--- config.mk ---
export PLATFORM = sky130hd
export DESIGN_NAME = leak_alarm_output_config
export DESIGN_NICKNAME = d
export VERILOG_FILES = /design/src/rtl/leak_alarm_pkg.sv /design/src/rtl/leak_alarm_output_config.sv
export SDC_FILE = /design/constraint.sdc
export NUM_CORES = 2
export LEC_CHECK = 0
export BUFFER_PORTS_ARGS = -buffer_cell sky130_fd_sc_hd__buf_2
export CORE_UTILIZATION = 38
export CTS_BUF_LIST = sky130_fd_sc_hd__clkbuf_4 sky130_fd_sc_hd__clkbuf_8 sky130_fd_sc_hd__clkbuf_16
export DETAILED_ROUTE_END_ITERATION = 10
export PLACE_DENSITY = 0.58
export REMOVE_ABC_BUFFERS = 1
export SLEW_MARGIN = 20
export SYNTH_ARGS = -nofsm -noshare
export SYNTH_HDL_FRONTEND = slang
export SYNTH_SLANG_ARGS = --single-unit
--- constraint.sdc ---
create_clock -name sys_clk_i -period 3.6 [get_ports sys_clk_i]
set_clock_uncertainty 0.1 [all_clocks]
set_input_delay 0.36 -clock sys_clk_i [delete_from_list [all_inputs] [get_ports sys_clk_i]]
set_output_delay 0.36 -clock sys_clk_i [all_outputs]
set_load 0.05 [all_outputs]
--- src/rtl/leak_alarm_pkg.sv ---
// Purpose: Shared constants for the leak alarm output and configuration block.
// Assumes: 10 MHz system clock; classic Wishbone with 32-bit data.
// Notes:   Offsets are byte addresses, one aligned word per register.
package leak_alarm_pkg;
  // Register byte offsets
  localparam logic [7:0] CTRL_OFS      = 8'h00;
  localparam logic [7:0] SERIAL_OFS    = 8'h04;
  localparam logic [7:0] STATUS_OFS    = 8'h08;
  localparam logic [7:0] IRQ_STAT_OFS  = 8'h0C;
  localparam logic [7:0] IRQ_MASK_OFS  = 8'h10;
  localparam logic [7:0] AREA_CMD_OFS  = 8'h14;
  localparam logic [7:0] AREA_IDX_OFS  = 8'h18;
  localparam logic [7:0] AREA_DIST_OFS = 8'h1C;
  localparam logic [7:0] AREA_NAME_OFS = 8'h20;
  // CTRL fields
  localparam int CTRL_SENSE_BIT  = 0;
  localparam int CTRL_POLICY_LSB = 1;
  localparam int CTRL_MODBUS_BIT = 3;
  // SERIAL fields
  localparam int SER_BAUD_LSB    = 0;
  localparam int SER_DATA8_BIT   = 2;
  localparam int SER_STOP2_BIT   = 3;
  localparam int SER_PARITY_LSB  = 4;
  localparam int SER_STATION_LSB = 8;
  localparam int SER_DELAY_LSB   = 16;
  // AREA_CMD fields
  localparam int CMD_DELETE_BIT  = 0;
  localparam int CMD_CONFIRM_BIT = 1;
  localparam int CMD_CANCEL_BIT  = 2;
  // Interrupt event bits
  localparam int EV_ONSET = 0;
  localparam int EV_MRST  = 1;
  localparam int EV_DEL   = 2;
  localparam int EV_REPLY = 3;
  localparam int EV_W     = 4;
  // Values after reset and limits
  localparam logic [31:0] CTRL_RST   = 32'h0000_0004;
  localparam logic [31:0] SERIAL_RST = 32'h0000_0105;
  localparam logic [9:0]  AREA_DEF_END  = 10'h2BB;
  localparam logic [31:0] AREA_DEF_NAME = 32'h4145_5241;
  localparam logic [4:0]  AREA_MAX   = 5'h14;
  localparam logic [6:0]  DELAY_MAX  = 7'h63;
  // Encodings
  localparam logic [1:0] PAR_NONE = 2'h0;
  typedef enum logic [1:0] {POL_AUTO, POL_MANUAL_ONE, POL_LATCHED} policy_e;
  // Timing
  localparam int CLK_HZ         = 10_000_000;
  localparam int DEBOUNCE_MS    = 10;
  localparam int DEBOUNCE_CYC   = DEBOUNCE_MS * (CLK_HZ / 1000);
  localparam int REPLY_UNIT_MS  = 1;
  localparam int REPLY_UNIT_CYC = REPLY_UNIT_MS * (CLK_HZ / 1000);
endpackage

--- src/rtl/leak_alarm_output_config.sv ---
// Purpose: Area list upkeep, relay sense, alarm reset policy and serial settings.
// Assumes: Inputs synchronous to sys_clk_i except the external reset contact.
// Notes:   Wishbone classic slave; one wait state, ack one cycle after the strobe.
`timescale 1ns/1ps

// Functional notes
// - Deleting inner area shifts later areas down
// - Deleting sole area restores default range, name
// - Delete needs confirm; cancel leaves list unchanged
// - Relay drive inverted per contact sense
// - Auto policy: self clear, ignore resets
// - Manual one: self clear, alarm resettable
// - Latched policy: hold until manual reset
// - Reset from key chord or external contact
// - Manual reset clears only the alarm and relay outputs while a condition is present
// - Serial rate one of four, host matches
// - Modbus stop bits follow parity setting
// - Wait reply delay before answering host
module leak_alarm_output_config
  import leak_alarm_pkg::*;
#(
  parameter int DEBOUNCE_CYCLES = DEBOUNCE_CYC,
  parameter int REPLY_UNIT_CYCLES = REPLY_UNIT_CYC
) (
  input  wire logic        sys_clk_i,
  input  wire logic        reset_n_i,
  input  wire logic        wb_cyc_i,
  input  wire logic        wb_stb_i,
  input  wire logic        wb_we_i,
  input  wire logic [7:0]  wb_adr_i,
  input  wire logic [3:0]  wb_sel_i,
  input  wire logic [31:0] wb_dat_i,
  output logic      [31:0] wb_dat_o,
  output logic             wb_ack_o,
  input  wire logic        leak_i,
  input  wire logic        disc_i,
  input  wire logic        cancel_key_i,
  input  wire logic        second_function_key_i,
  input  wire logic        ext_reset_n_i,
  input  wire logic        reply_req_i,
  output logic             reply_go_o,
  output logic             relay_o,
  output logic             alarm_o,
  output logic             leak_out_o,
  output logic             disc_out_o,
  output logic             backlight_o,
  output logic       [1:0] baud_sel_o,
  output logic             data8_o,
  output logic             stop_two_o,
  output logic       [1:0] parity_o,
  output logic             irq_o
);
  typedef enum logic {DEL_IDLE, DEL_CONFIRM} del_state_e;

  logic [31:0] ctrl_ff, serial_ff;
  logic [EV_W-1:0] irq_stat_ff, irq_mask_ff;
  logic [4:0]  area_idx_ff, area_cnt_ff, del_idx_ff;
  logic [9:0]  area_end_ff  [20];
  logic [31:0] area_name_ff [20];
  del_state_e  del_state_ff;
  logic        ack_ff;
  logic [31:0] rdata_ff;
  logic        ext_meta_ff, ext_sync_ff, ext_stable_ff, ext_stable_d_ff;
  logic [16:0] deb_cnt_ff;
  logic        chord_d_ff, cond_d_ff;
  logic        silenced_ff, leak_lat_ff, disc_lat_ff;
  logic [6:0]  units_ff;
  logic [13:0] unit_cnt_ff;
  logic        waiting_ff;

  // Bus decode, a request is taken in the cycle before ack is raised
  wire        req      = wb_cyc_i & wb_stb_i & ~ack_ff;
  wire        wr       = req & wb_we_i;
  wire [31:0] wmask    = {{8{wb_sel_i[3]}}, {8{wb_sel_i[2]}}, {8{wb_sel_i[1]}}, {8{wb_sel_i[0]}}};
  wire        wr_ctrl  = wr & (wb_adr_i == CTRL_OFS);
  wire        wr_ser   = wr & (wb_adr_i == SERIAL_OFS);
  wire        wr_istat = wr & (wb_adr_i == IRQ_STAT_OFS);
  wire        wr_imask = wr & (wb_adr_i == IRQ_MASK_OFS);
  wire        wr_cmd   = wr & (wb_adr_i == AREA_CMD_OFS) & wb_sel_i[0];
  wire        wr_idx   = wr & (wb_adr_i == AREA_IDX_OFS) & wb_sel_i[0];
  wire        wr_dist  = wr & (wb_adr_i == AREA_DIST_OFS);
  wire        wr_name  = wr & (wb_adr_i == AREA_NAME_OFS);

  // Configuration fields
  wire        sense_nc  = ctrl_ff[CTRL_SENSE_BIT];
  wire [1:0]  policy    = ctrl_ff[CTRL_POLICY_LSB +: 2];
  wire        modbus    = ctrl_ff[CTRL_MODBUS_BIT];
  wire [1:0]  parity    = serial_ff[SER_PARITY_LSB +: 2];
  wire [6:0]  delay_set = serial_ff[SER_DELAY_LSB +: 7];
  wire        stop_two  = modbus ? (parity == PAR_NONE) : serial_ff[SER_STOP2_BIT];
  wire        data8     = modbus | serial_ff[SER_DATA8_BIT];

  // Condition and manual reset sources
  wire cond       = leak_i | disc_i;
  wire any_out    = leak_lat_ff | disc_lat_ff | cond;
  wire chord      = cancel_key_i & second_function_key_i & any_out;
  wire ext_rise   = ext_stable_ff & ~ext_stable_d_ff;
  wire mrst_req   = (chord & ~chord_d_ff) | ext_rise;
  wire mrst_ok    = mrst_req & (policy != POL_AUTO);
  wire onset      = cond & ~cond_d_ff;

  // Area list, reply and event decode
  wire del_start  = wr_cmd & wb_dat_i[CMD_DELETE_BIT] & (del_state_ff == DEL_IDLE)
                    & (area_idx_ff < area_cnt_ff);
  wire del_do     = wr_cmd & wb_dat_i[CMD_CONFIRM_BIT] & (del_state_ff == DEL_CONFIRM);
  wire del_cancel = wr_cmd & wb_dat_i[CMD_CANCEL_BIT] & (del_state_ff == DEL_CONFIRM);
  wire del_sole   = del_do & (area_cnt_ff == 5'h01);
  wire appending  = wr_dist & (area_idx_ff == area_cnt_ff) & (area_cnt_ff < AREA_MAX)
                    & (del_state_ff == DEL_IDLE);
  wire edit_ok    = (area_idx_ff < area_cnt_ff) & (del_state_ff == DEL_IDLE);
  wire reply_done = waiting_ff & (units_ff == 7'h00);
  wire [EV_W-1:0] ev = {reply_done, del_do, mrst_ok, onset};

  // Output next values
  // Latched outputs held until reset with condition gone
  wire nxt_leak_lat = leak_i | (leak_lat_ff & ~(mrst_ok & ~cond));
  wire nxt_disc_lat = disc_i | (disc_lat_ff & ~(mrst_ok & ~cond));
  wire nxt_silenced = ~onset & any_out & (silenced_ff | mrst_ok);
  wire held         = (policy == POL_LATCHED);
  wire nxt_leak     = held ? nxt_leak_lat : leak_i;
  wire nxt_disc     = held ? nxt_disc_lat : disc_i;
  wire nxt_alarm    = (nxt_leak | nxt_disc) & ~((policy != POL_AUTO) & nxt_silenced);

  // Read mux
  // Count sits at bits 11:7; the zero fill keeps the word at 32 bits
  wire [31:0] status_w = {20'h0, area_cnt_ff, del_state_ff == DEL_CONFIRM, stop_two,
                          backlight_o, disc_out_o, leak_out_o, alarm_o, ext_stable_ff};
  wire [31:0] rsel =
    (wb_adr_i == CTRL_OFS)      ? ctrl_ff :
    (wb_adr_i == SERIAL_OFS)    ? serial_ff :
    (wb_adr_i == STATUS_OFS)    ? status_w :
    (wb_adr_i == IRQ_STAT_OFS)  ? {28'h0, irq_stat_ff} :
    (wb_adr_i == IRQ_MASK_OFS)  ? {28'h0, irq_mask_ff} :
    (wb_adr_i == AREA_CMD_OFS)  ? {27'h0, del_idx_ff} :
    (wb_adr_i == AREA_IDX_OFS)  ? {27'h0, area_idx_ff} :
    (wb_adr_i == AREA_DIST_OFS) ?
      {22'h0, (area_idx_ff < AREA_MAX) ? area_end_ff[area_idx_ff] : 10'h0} :
    (wb_adr_i == AREA_NAME_OFS) ? ((area_idx_ff < AREA_MAX) ? area_name_ff[area_idx_ff] : 32'h0) :
    32'h0;

  // Bus answer; unmapped offsets ack with zero data
  always_ff @(posedge sys_clk_i or negedge reset_n_i) begin
    if (!reset_n_i) begin
      ack_ff   <= 1'b0;
      rdata_ff <= 32'h0;
    end else begin
      ack_ff   <= req;
      rdata_ff <= req ? rsel : 32'h0;
    end
  end

  // Configuration registers; reply delay clamps at 99
  // Rate select kept as a two-bit code
  always_ff @(posedge sys_clk_i or negedge reset_n_i) begin
    if (!reset_n_i) begin
      ctrl_ff   <= CTRL_RST;
      serial_ff <= SERIAL_RST;
    end else begin
      if (wr_ctrl)
        ctrl_ff <= (ctrl_ff & ~wmask) | (wb_dat_i & wmask & 32'h0000_000F);
      if (wr_ser)
        serial_ff <= (serial_ff & ~wmask) | (wb_dat_i & wmask & 32'h007F_1F3F);
      else if (delay_set > DELAY_MAX)
        serial_ff[SER_DELAY_LSB +: 7] <= DELAY_MAX;
    end
  end

  // Sticky events, set wins over write-one-to-clear
  always_ff @(posedge sys_clk_i or negedge reset_n_i) begin
    if (!reset_n_i) begin
      irq_stat_ff <= '0;
      irq_mask_ff <= '0;
      irq_o       <= 1'b0;
    end else begin
      irq_stat_ff <= (irq_stat_ff & ~(wr_istat & wb_sel_i[0] ? wb_dat_i[EV_W-1:0] : '0)) | ev;
      if (wr_imask && wb_sel_i[0])
        irq_mask_ff <= wb_dat_i[EV_W-1:0];
      irq_o <= |(irq_stat_ff & irq_mask_ff);
    end
  end

  // Delete waits for confirm or cancel
  always_ff @(posedge sys_clk_i or negedge reset_n_i) begin
    if (!reset_n_i) begin
      del_state_ff <= DEL_IDLE;
      del_idx_ff   <= 5'h0;
      area_idx_ff  <= 5'h0;
      area_cnt_ff  <= 5'h01;
    end else begin
      unique case (del_state_ff)
        DEL_IDLE: begin
          if (del_start) begin
            del_state_ff <= DEL_CONFIRM;
            del_idx_ff   <= area_idx_ff;
          end
        end
        DEL_CONFIRM: begin
          if (del_do || del_cancel)
            del_state_ff <= DEL_IDLE;
        end
      endcase
      if (del_do) begin
        area_idx_ff <= 5'h0; // Back to the first area view
        if (!del_sole)
          area_cnt_ff <= area_cnt_ff - 5'h01;
      end else if (wr_idx && del_state_ff == DEL_IDLE) begin
        area_idx_ff <= wb_dat_i[4:0];
      end else if (appending) begin
        area_cnt_ff <= area_cnt_ff + 5'h01;
      end
    end
  end

  // Area entries: one shift slot per entry
  for (genvar i = 0; i < 20; i++) begin : g_area
    localparam logic [4:0] IDX = 5'(i);
    wire shift_in = del_do & (IDX >= del_idx_ff) & (IDX < area_cnt_ff - 5'h01);
    wire restore  = del_sole & (i == 0);
    wire upd      = (IDX == area_idx_ff) & (edit_ok | appending);
    always_ff @(posedge sys_clk_i or negedge reset_n_i) begin
      if (!reset_n_i) begin
        area_end_ff[i]  <= AREA_DEF_END;
        area_name_ff[i] <= AREA_DEF_NAME;
      end else if (restore) begin
        area_end_ff[i]  <= AREA_DEF_END;
        area_name_ff[i] <= AREA_DEF_NAME;
      // Later entry moves down with name
      end else if (shift_in) begin
        if (i < 19) begin
          area_end_ff[i]  <= area_end_ff[(i < 19) ? i + 1 : i];
          area_name_ff[i] <= area_name_ff[(i < 19) ? i + 1 : i];
        end
      end else if (upd && wr_dist) begin
        area_end_ff[i] <= wb_dat_i[9:0];
      end else if (upd && wr_name) begin
        area_name_ff[i] <= (area_name_ff[i] & ~wmask) | (wb_dat_i & wmask);
      end
    end
  end

  // Contact synchronised then debounced; shorted means low
  always_ff @(posedge sys_clk_i or negedge reset_n_i) begin
    if (!reset_n_i) begin
      ext_meta_ff     <= 1'b0;
      ext_sync_ff     <= 1'b0;
      ext_stable_ff   <= 1'b0;
      ext_stable_d_ff <= 1'b0;
      deb_cnt_ff      <= 17'h0;
    end else begin
      ext_meta_ff     <= ~ext_reset_n_i;
      ext_sync_ff     <= ext_meta_ff;
      ext_stable_d_ff <= ext_stable_ff;
      if (ext_sync_ff == ext_stable_ff)
        deb_cnt_ff <= 17'h0;
      else if (deb_cnt_ff >= 17'(DEBOUNCE_CYCLES - 1)) begin
        deb_cnt_ff    <= 17'h0;
        ext_stable_ff <= ext_sync_ff;
      end else
        deb_cnt_ff <= deb_cnt_ff + 17'h1;
    end
  end

  // Alarm state and registered outputs
  // Contact drive inverted for normally closed
  always_ff @(posedge sys_clk_i or negedge reset_n_i) begin
    if (!reset_n_i) begin
      chord_d_ff  <= 1'b0;
      cond_d_ff   <= 1'b0;
      silenced_ff <= 1'b0;
      leak_lat_ff <= 1'b0;
      disc_lat_ff <= 1'b0;
      alarm_o     <= 1'b0;
      relay_o     <= 1'b0;
      leak_out_o  <= 1'b0;
      disc_out_o  <= 1'b0;
      backlight_o <= 1'b0;
    end else begin
      chord_d_ff  <= chord;
      cond_d_ff   <= cond;
      silenced_ff <= nxt_silenced;
      leak_lat_ff <= held & nxt_leak_lat;
      disc_lat_ff <= held & nxt_disc_lat;
      alarm_o     <= nxt_alarm;
      relay_o     <= nxt_alarm ^ sense_nc;
      leak_out_o  <= nxt_leak;
      disc_out_o  <= nxt_disc;
      backlight_o <= nxt_leak | nxt_disc;
    end
  end

  // Reply held for delay times the unit
  always_ff @(posedge sys_clk_i or negedge reset_n_i) begin
    if (!reset_n_i) begin
      waiting_ff  <= 1'b0;
      units_ff    <= 7'h0;
      unit_cnt_ff <= 14'h0;
      reply_go_o  <= 1'b0;
    end else begin
      reply_go_o <= reply_done;
      if (reply_req_i && !waiting_ff) begin
        waiting_ff  <= 1'b1;
        units_ff    <= delay_set;
        unit_cnt_ff <= 14'h0;
      end else if (reply_done) begin
        waiting_ff <= 1'b0;
      end else if (waiting_ff) begin
        if (unit_cnt_ff >= 14'(REPLY_UNIT_CYCLES - 1)) begin
          unit_cnt_ff <= 14'h0;
          units_ff    <= units_ff - 7'h1;
        end else
          unit_cnt_ff <= unit_cnt_ff + 14'h1;
      end
    end
  end

  // Serial settings to the line logic
  always_ff @(posedge sys_clk_i or negedge reset_n_i) begin
    if (!reset_n_i) begin
      baud_sel_o <= 2'h0;
      data8_o    <= 1'b0;
      stop_two_o <= 1'b0;
      parity_o   <= 2'h0;
    end else begin
      baud_sel_o <= serial_ff[SER_BAUD_LSB +: 2];
      data8_o    <= data8;
      stop_two_o <= stop_two;
      parity_o   <= parity;
    end
  end
  assign wb_ack_o = ack_ff;
  assign wb_dat_o = rdata_ff;
endmodule

==> flow_metrics.tcl <==
set metrics [dict create \
    layout_min_cycle_time_ps 3475 \
    rows 138 \
    synth_ff_type "dfrtp_1" \
    gr-usage-met3 0.04971 \
    hold_depth 4 \
    layout_common_cells "nand2_1 (756), dfrtp_1 (672), mux2i_1 (596)" \
    synth_edf_count 0 \
    worstMarginPinSlew_ps 1073 \
    maxCapViolations 0 \
    crit_path_frequent_cell "nand4_1" \
    regArea_mm2 0.02602 \
    portBuffers 100 \
    reg2reg_depth 9 \
    end_kind "flip-flop" \
    ir_drop_uv 423.4 \
    post-route-period-util 0.9652 \
    avgSynthCellArea_um2 10.35 \
    antenna_found_initial 10 \
    cts_tree "built" \
    rrSetupSlack_ps 130 \
    slew_headroom 0.2812 \
    cts_setup_buffers 0 \
    clk_path_buf_depth 3 \
    power_per_cell_area_mw_per_mm2 397.4 \
    syn_to_final_growth_pct 15.69 \
    intPower_mw 19.08 \
    cts.sinks 1022 \
    busiest_layer "met2" \
    final_hold_viol_count 0 \
    p_sw_frac 0.2347 \
    pre_cts_slack_ps 142.3 \
    dieArea_mm2 0.1442 \
    ys_types 69 \
    path_clk_slew_ps 70 \
    num_vias 43881 \
    root_buffer "clkbuf_16" \
    fin_area_mm2 0.06274 \
    gp_congestion 0.9409 \
    layout_commonest_cell "nand2_1" \
    dpl_cell_area_mm2 0.05843 \
    crit_chain "ha_1 > nand4_1 > nor4b_1 > nand4_1 > a2111oi_4 > buf_4 > nand2_1 > a221oi_1 > nor2_1" \
    wire_per_inst_um 26.44 \
    cpMaxStageDelayCell "dfrtp_4" \
    cp-start-kind "flip-flop" \
    grt_pass1_vias 42429 \
    drive_gt1_frac 0.2387 \
    finalNetCount 5432 \
    wl_mm 194.6 \
    power_frac_comb 0.037 \
    grt_pass1_wl_mm 289.8 \
    critical-path-max-stage-delay_ps 550 \
    slew_viol_final 0 \
    async_reset_ff_frac 1.000 \
    ant_nets 0 \
    use_met1 0.3724 \
    grtUsageMet2 0.4089 \
    clkLatencyLatePin_ps 760 \
    drt_iter0_drc 4570 \
    p_seq_frac 0.463 \
    grt_usage 0.2655 \
    dp_hpwl_mm 131.4 \
    cts_buffers 112 \
    setup_viol 0 \
    h-tree-depth 3 \
    hp-start "wb_stb_i" \
    power_switching_mw 5.852 \
    total_power_mw 24.93 \
    netlist_area_mm2 0.05423 \
    ys_seq_area_frac 0.4795 \
    crit_type "reg2reg" \
    cp_data_arrival_time_ps 4000 \
    core_mm2 0.1416 \
    max_freq_mhz 287.8 \
    leakage_nw 29.89 \
    rsz0062_at_grt "no" \
    final_util 0.4431 \
    dieHeight_um 379.8 \
    clkPwrFrac 0.499 \
    reg2reg_from "area_idx_ff[1]" \
    ys_warn_count 0 \
    multi_input_area_mm2 0.02657 \
    hp-class "in2reg" \
    n_fill_cell 13272 \
    initial_core_util 0.3830 \
    crit_fanout 16 \
    fin_setup_tns_ps 0 \
    post_drt_via_cell_ratio 5.963 \
    status "complete, no violations" \
    critPathRequiredTime_ps 4120 \
    grt_overflow 0 \
    first_pass_iters 6 \
    whs_endpoint "wb_ack_o" \
    grt_start_max_net_pins 109 \
    synth_cells 5238 \
    io_pins 101 \
    synth-seq-cells 1022 \
    drcViolationCount 0 \
    die_x_um 379.8 \
    layout_setup_ws_ps 125.1 \
]
## timing repair
action / CTS / global route
gates resized for setup: 0 / 1
hold endpoints to repair: 262 / 0
hold buffers: 32 / 0
endpoints found under the setup margin: 0 / 1
## cell usage after synthesis, types with 15 or more instances
master | instances | area share
o21ai_0 | 366 | 0.034
o22ai_1 | 37 | 0.0043
nand2_1 | 760 | 0.053
mux2i_1 | 596 | 0.11
mux2_2 | 69 | 0.014
or3_1 | 16 | 0.0018
a21o_1 | 41 | 0.0057
nor3_1 | 77 | 0.0071
buf_2 | 51 | 0.0047
nand4_1 | 16 | 0.0018
a211oi_1 | 24 | 0.0033
clkbuf_1 | 326 | 0.023
a2111oi_0 | 15 | 0.0024
a21oi_1 | 325 | 0.030
inv_1 | 43 | 0.0030
xnor2_1 | 18 | 0.0029
buf_1 | 44 | 0.0030
a221oi_1 | 43 | 0.0069
nor2_1 | 438 | 0.030
a221o_1 | 20 | 0.0037
a22oi_1 | 202 | 0.028
nor2b_1 | 49 | 0.0057
o21a_1 | 18 | 0.0025
nor4_1 | 22 | 0.0025
dfrtp_1 | 677 | 0.31
nand3_1 | 118 | 0.011
and2_1 | 59 | 0.0068
mux4_2 | 205 | 0.085
dfstp_2 | 345 | 0.17
a22o_1 | 65 | 0.010
## critical path: cells and delay by family (launching register included)
kind	cells	cell delay, ps
adder cells (fa/ha/maj)	1	310
buffers and inverters	1	350
AO/OA/AOI/OAI	2	850
flip-flops	1	550
AND/OR/NAND/NOR	5	1170
## per-layer routing
layer	share of wire	vias up
li1	-	19269
met1	0.43	22327
met2	0.45	1884
met3	0.080	397
met4	0.036	4
met5	0.00011	-
## how the worst max path moves through the flow
stage,startpoint,to,cells past startpoint
after floorplan,area_idx_ff[0],flip-flop,8
after global placement,area_idx_ff[0],wb_dat_o[8],9
after detailed placement,wb_sel_i[0],area_end_ff[38],8
after CTS,area_idx_ff[0],wb_dat_o[8],9
after global routing,area_idx_ff[1],flip-flop,9
final,area_idx_ff[1],flip-flop,9
## metrics by stage
| step | hold slack [ps] | cells |
|---|---|---|
| floorplan | -35.59 | 4812 |
| global placement | 185.0 | 7110 |
| detailed placement | 188.3 | 7110 |
| CTS | 2.187 | 7354 |
| global route | 93.56 | 7354 |
| finish | 49.40 | 7359 |
## kinds of logic (layout without fill, tap and decap cells)
| family | Yosys count | in the layout | synth area share |
|---|---|---|---|
| DFF | 1022 | 1022 | 0.4795 |
| muxes | 870 | 870 | 0.2095 |
| adders and majority gates | 11 | 11 | 0.002538 |
| AOI/OAI and AO/OA | 1223 | 1223 | 0.1422 |
| other | 0 | 5 | 0 |
| and+or+nand+nor | 1614 | 1614 | 0.1277 |
| xor gates and xnor gates | 28 | 28 | 0.004522 |
| buffers and inverters | 470 | 696 | 0.03405 |
## layout make-up
cell class              count  share of cell area
diodes                      5           0.0001994
clock buffers             166             0.05424
clock inverters            46            0.009034
inverters                  44            0.002632
multi-input cells        3746              0.4234
flip-flops and latches   1022              0.4147
well taps                1890             0.03769
repair buffers            440             0.05807
## power groups by stage
stage / Combinational (mW) / Clock (mW) / Sequential (mW)
4_1_cts: 0.937 / 12.6 / 11.6
6_report: 0.933 / 12.4 / 11.6
3_3_place_gp: 0.900 / 0 / 11.7
5_1_grt: 1.00 / 13.0 / 11.5
3_5_place_dp: 0.905 / 0 / 11.7
2_1_floorplan: 0.235 / 0 / 11.8
(Power assumes the default switching activity.)
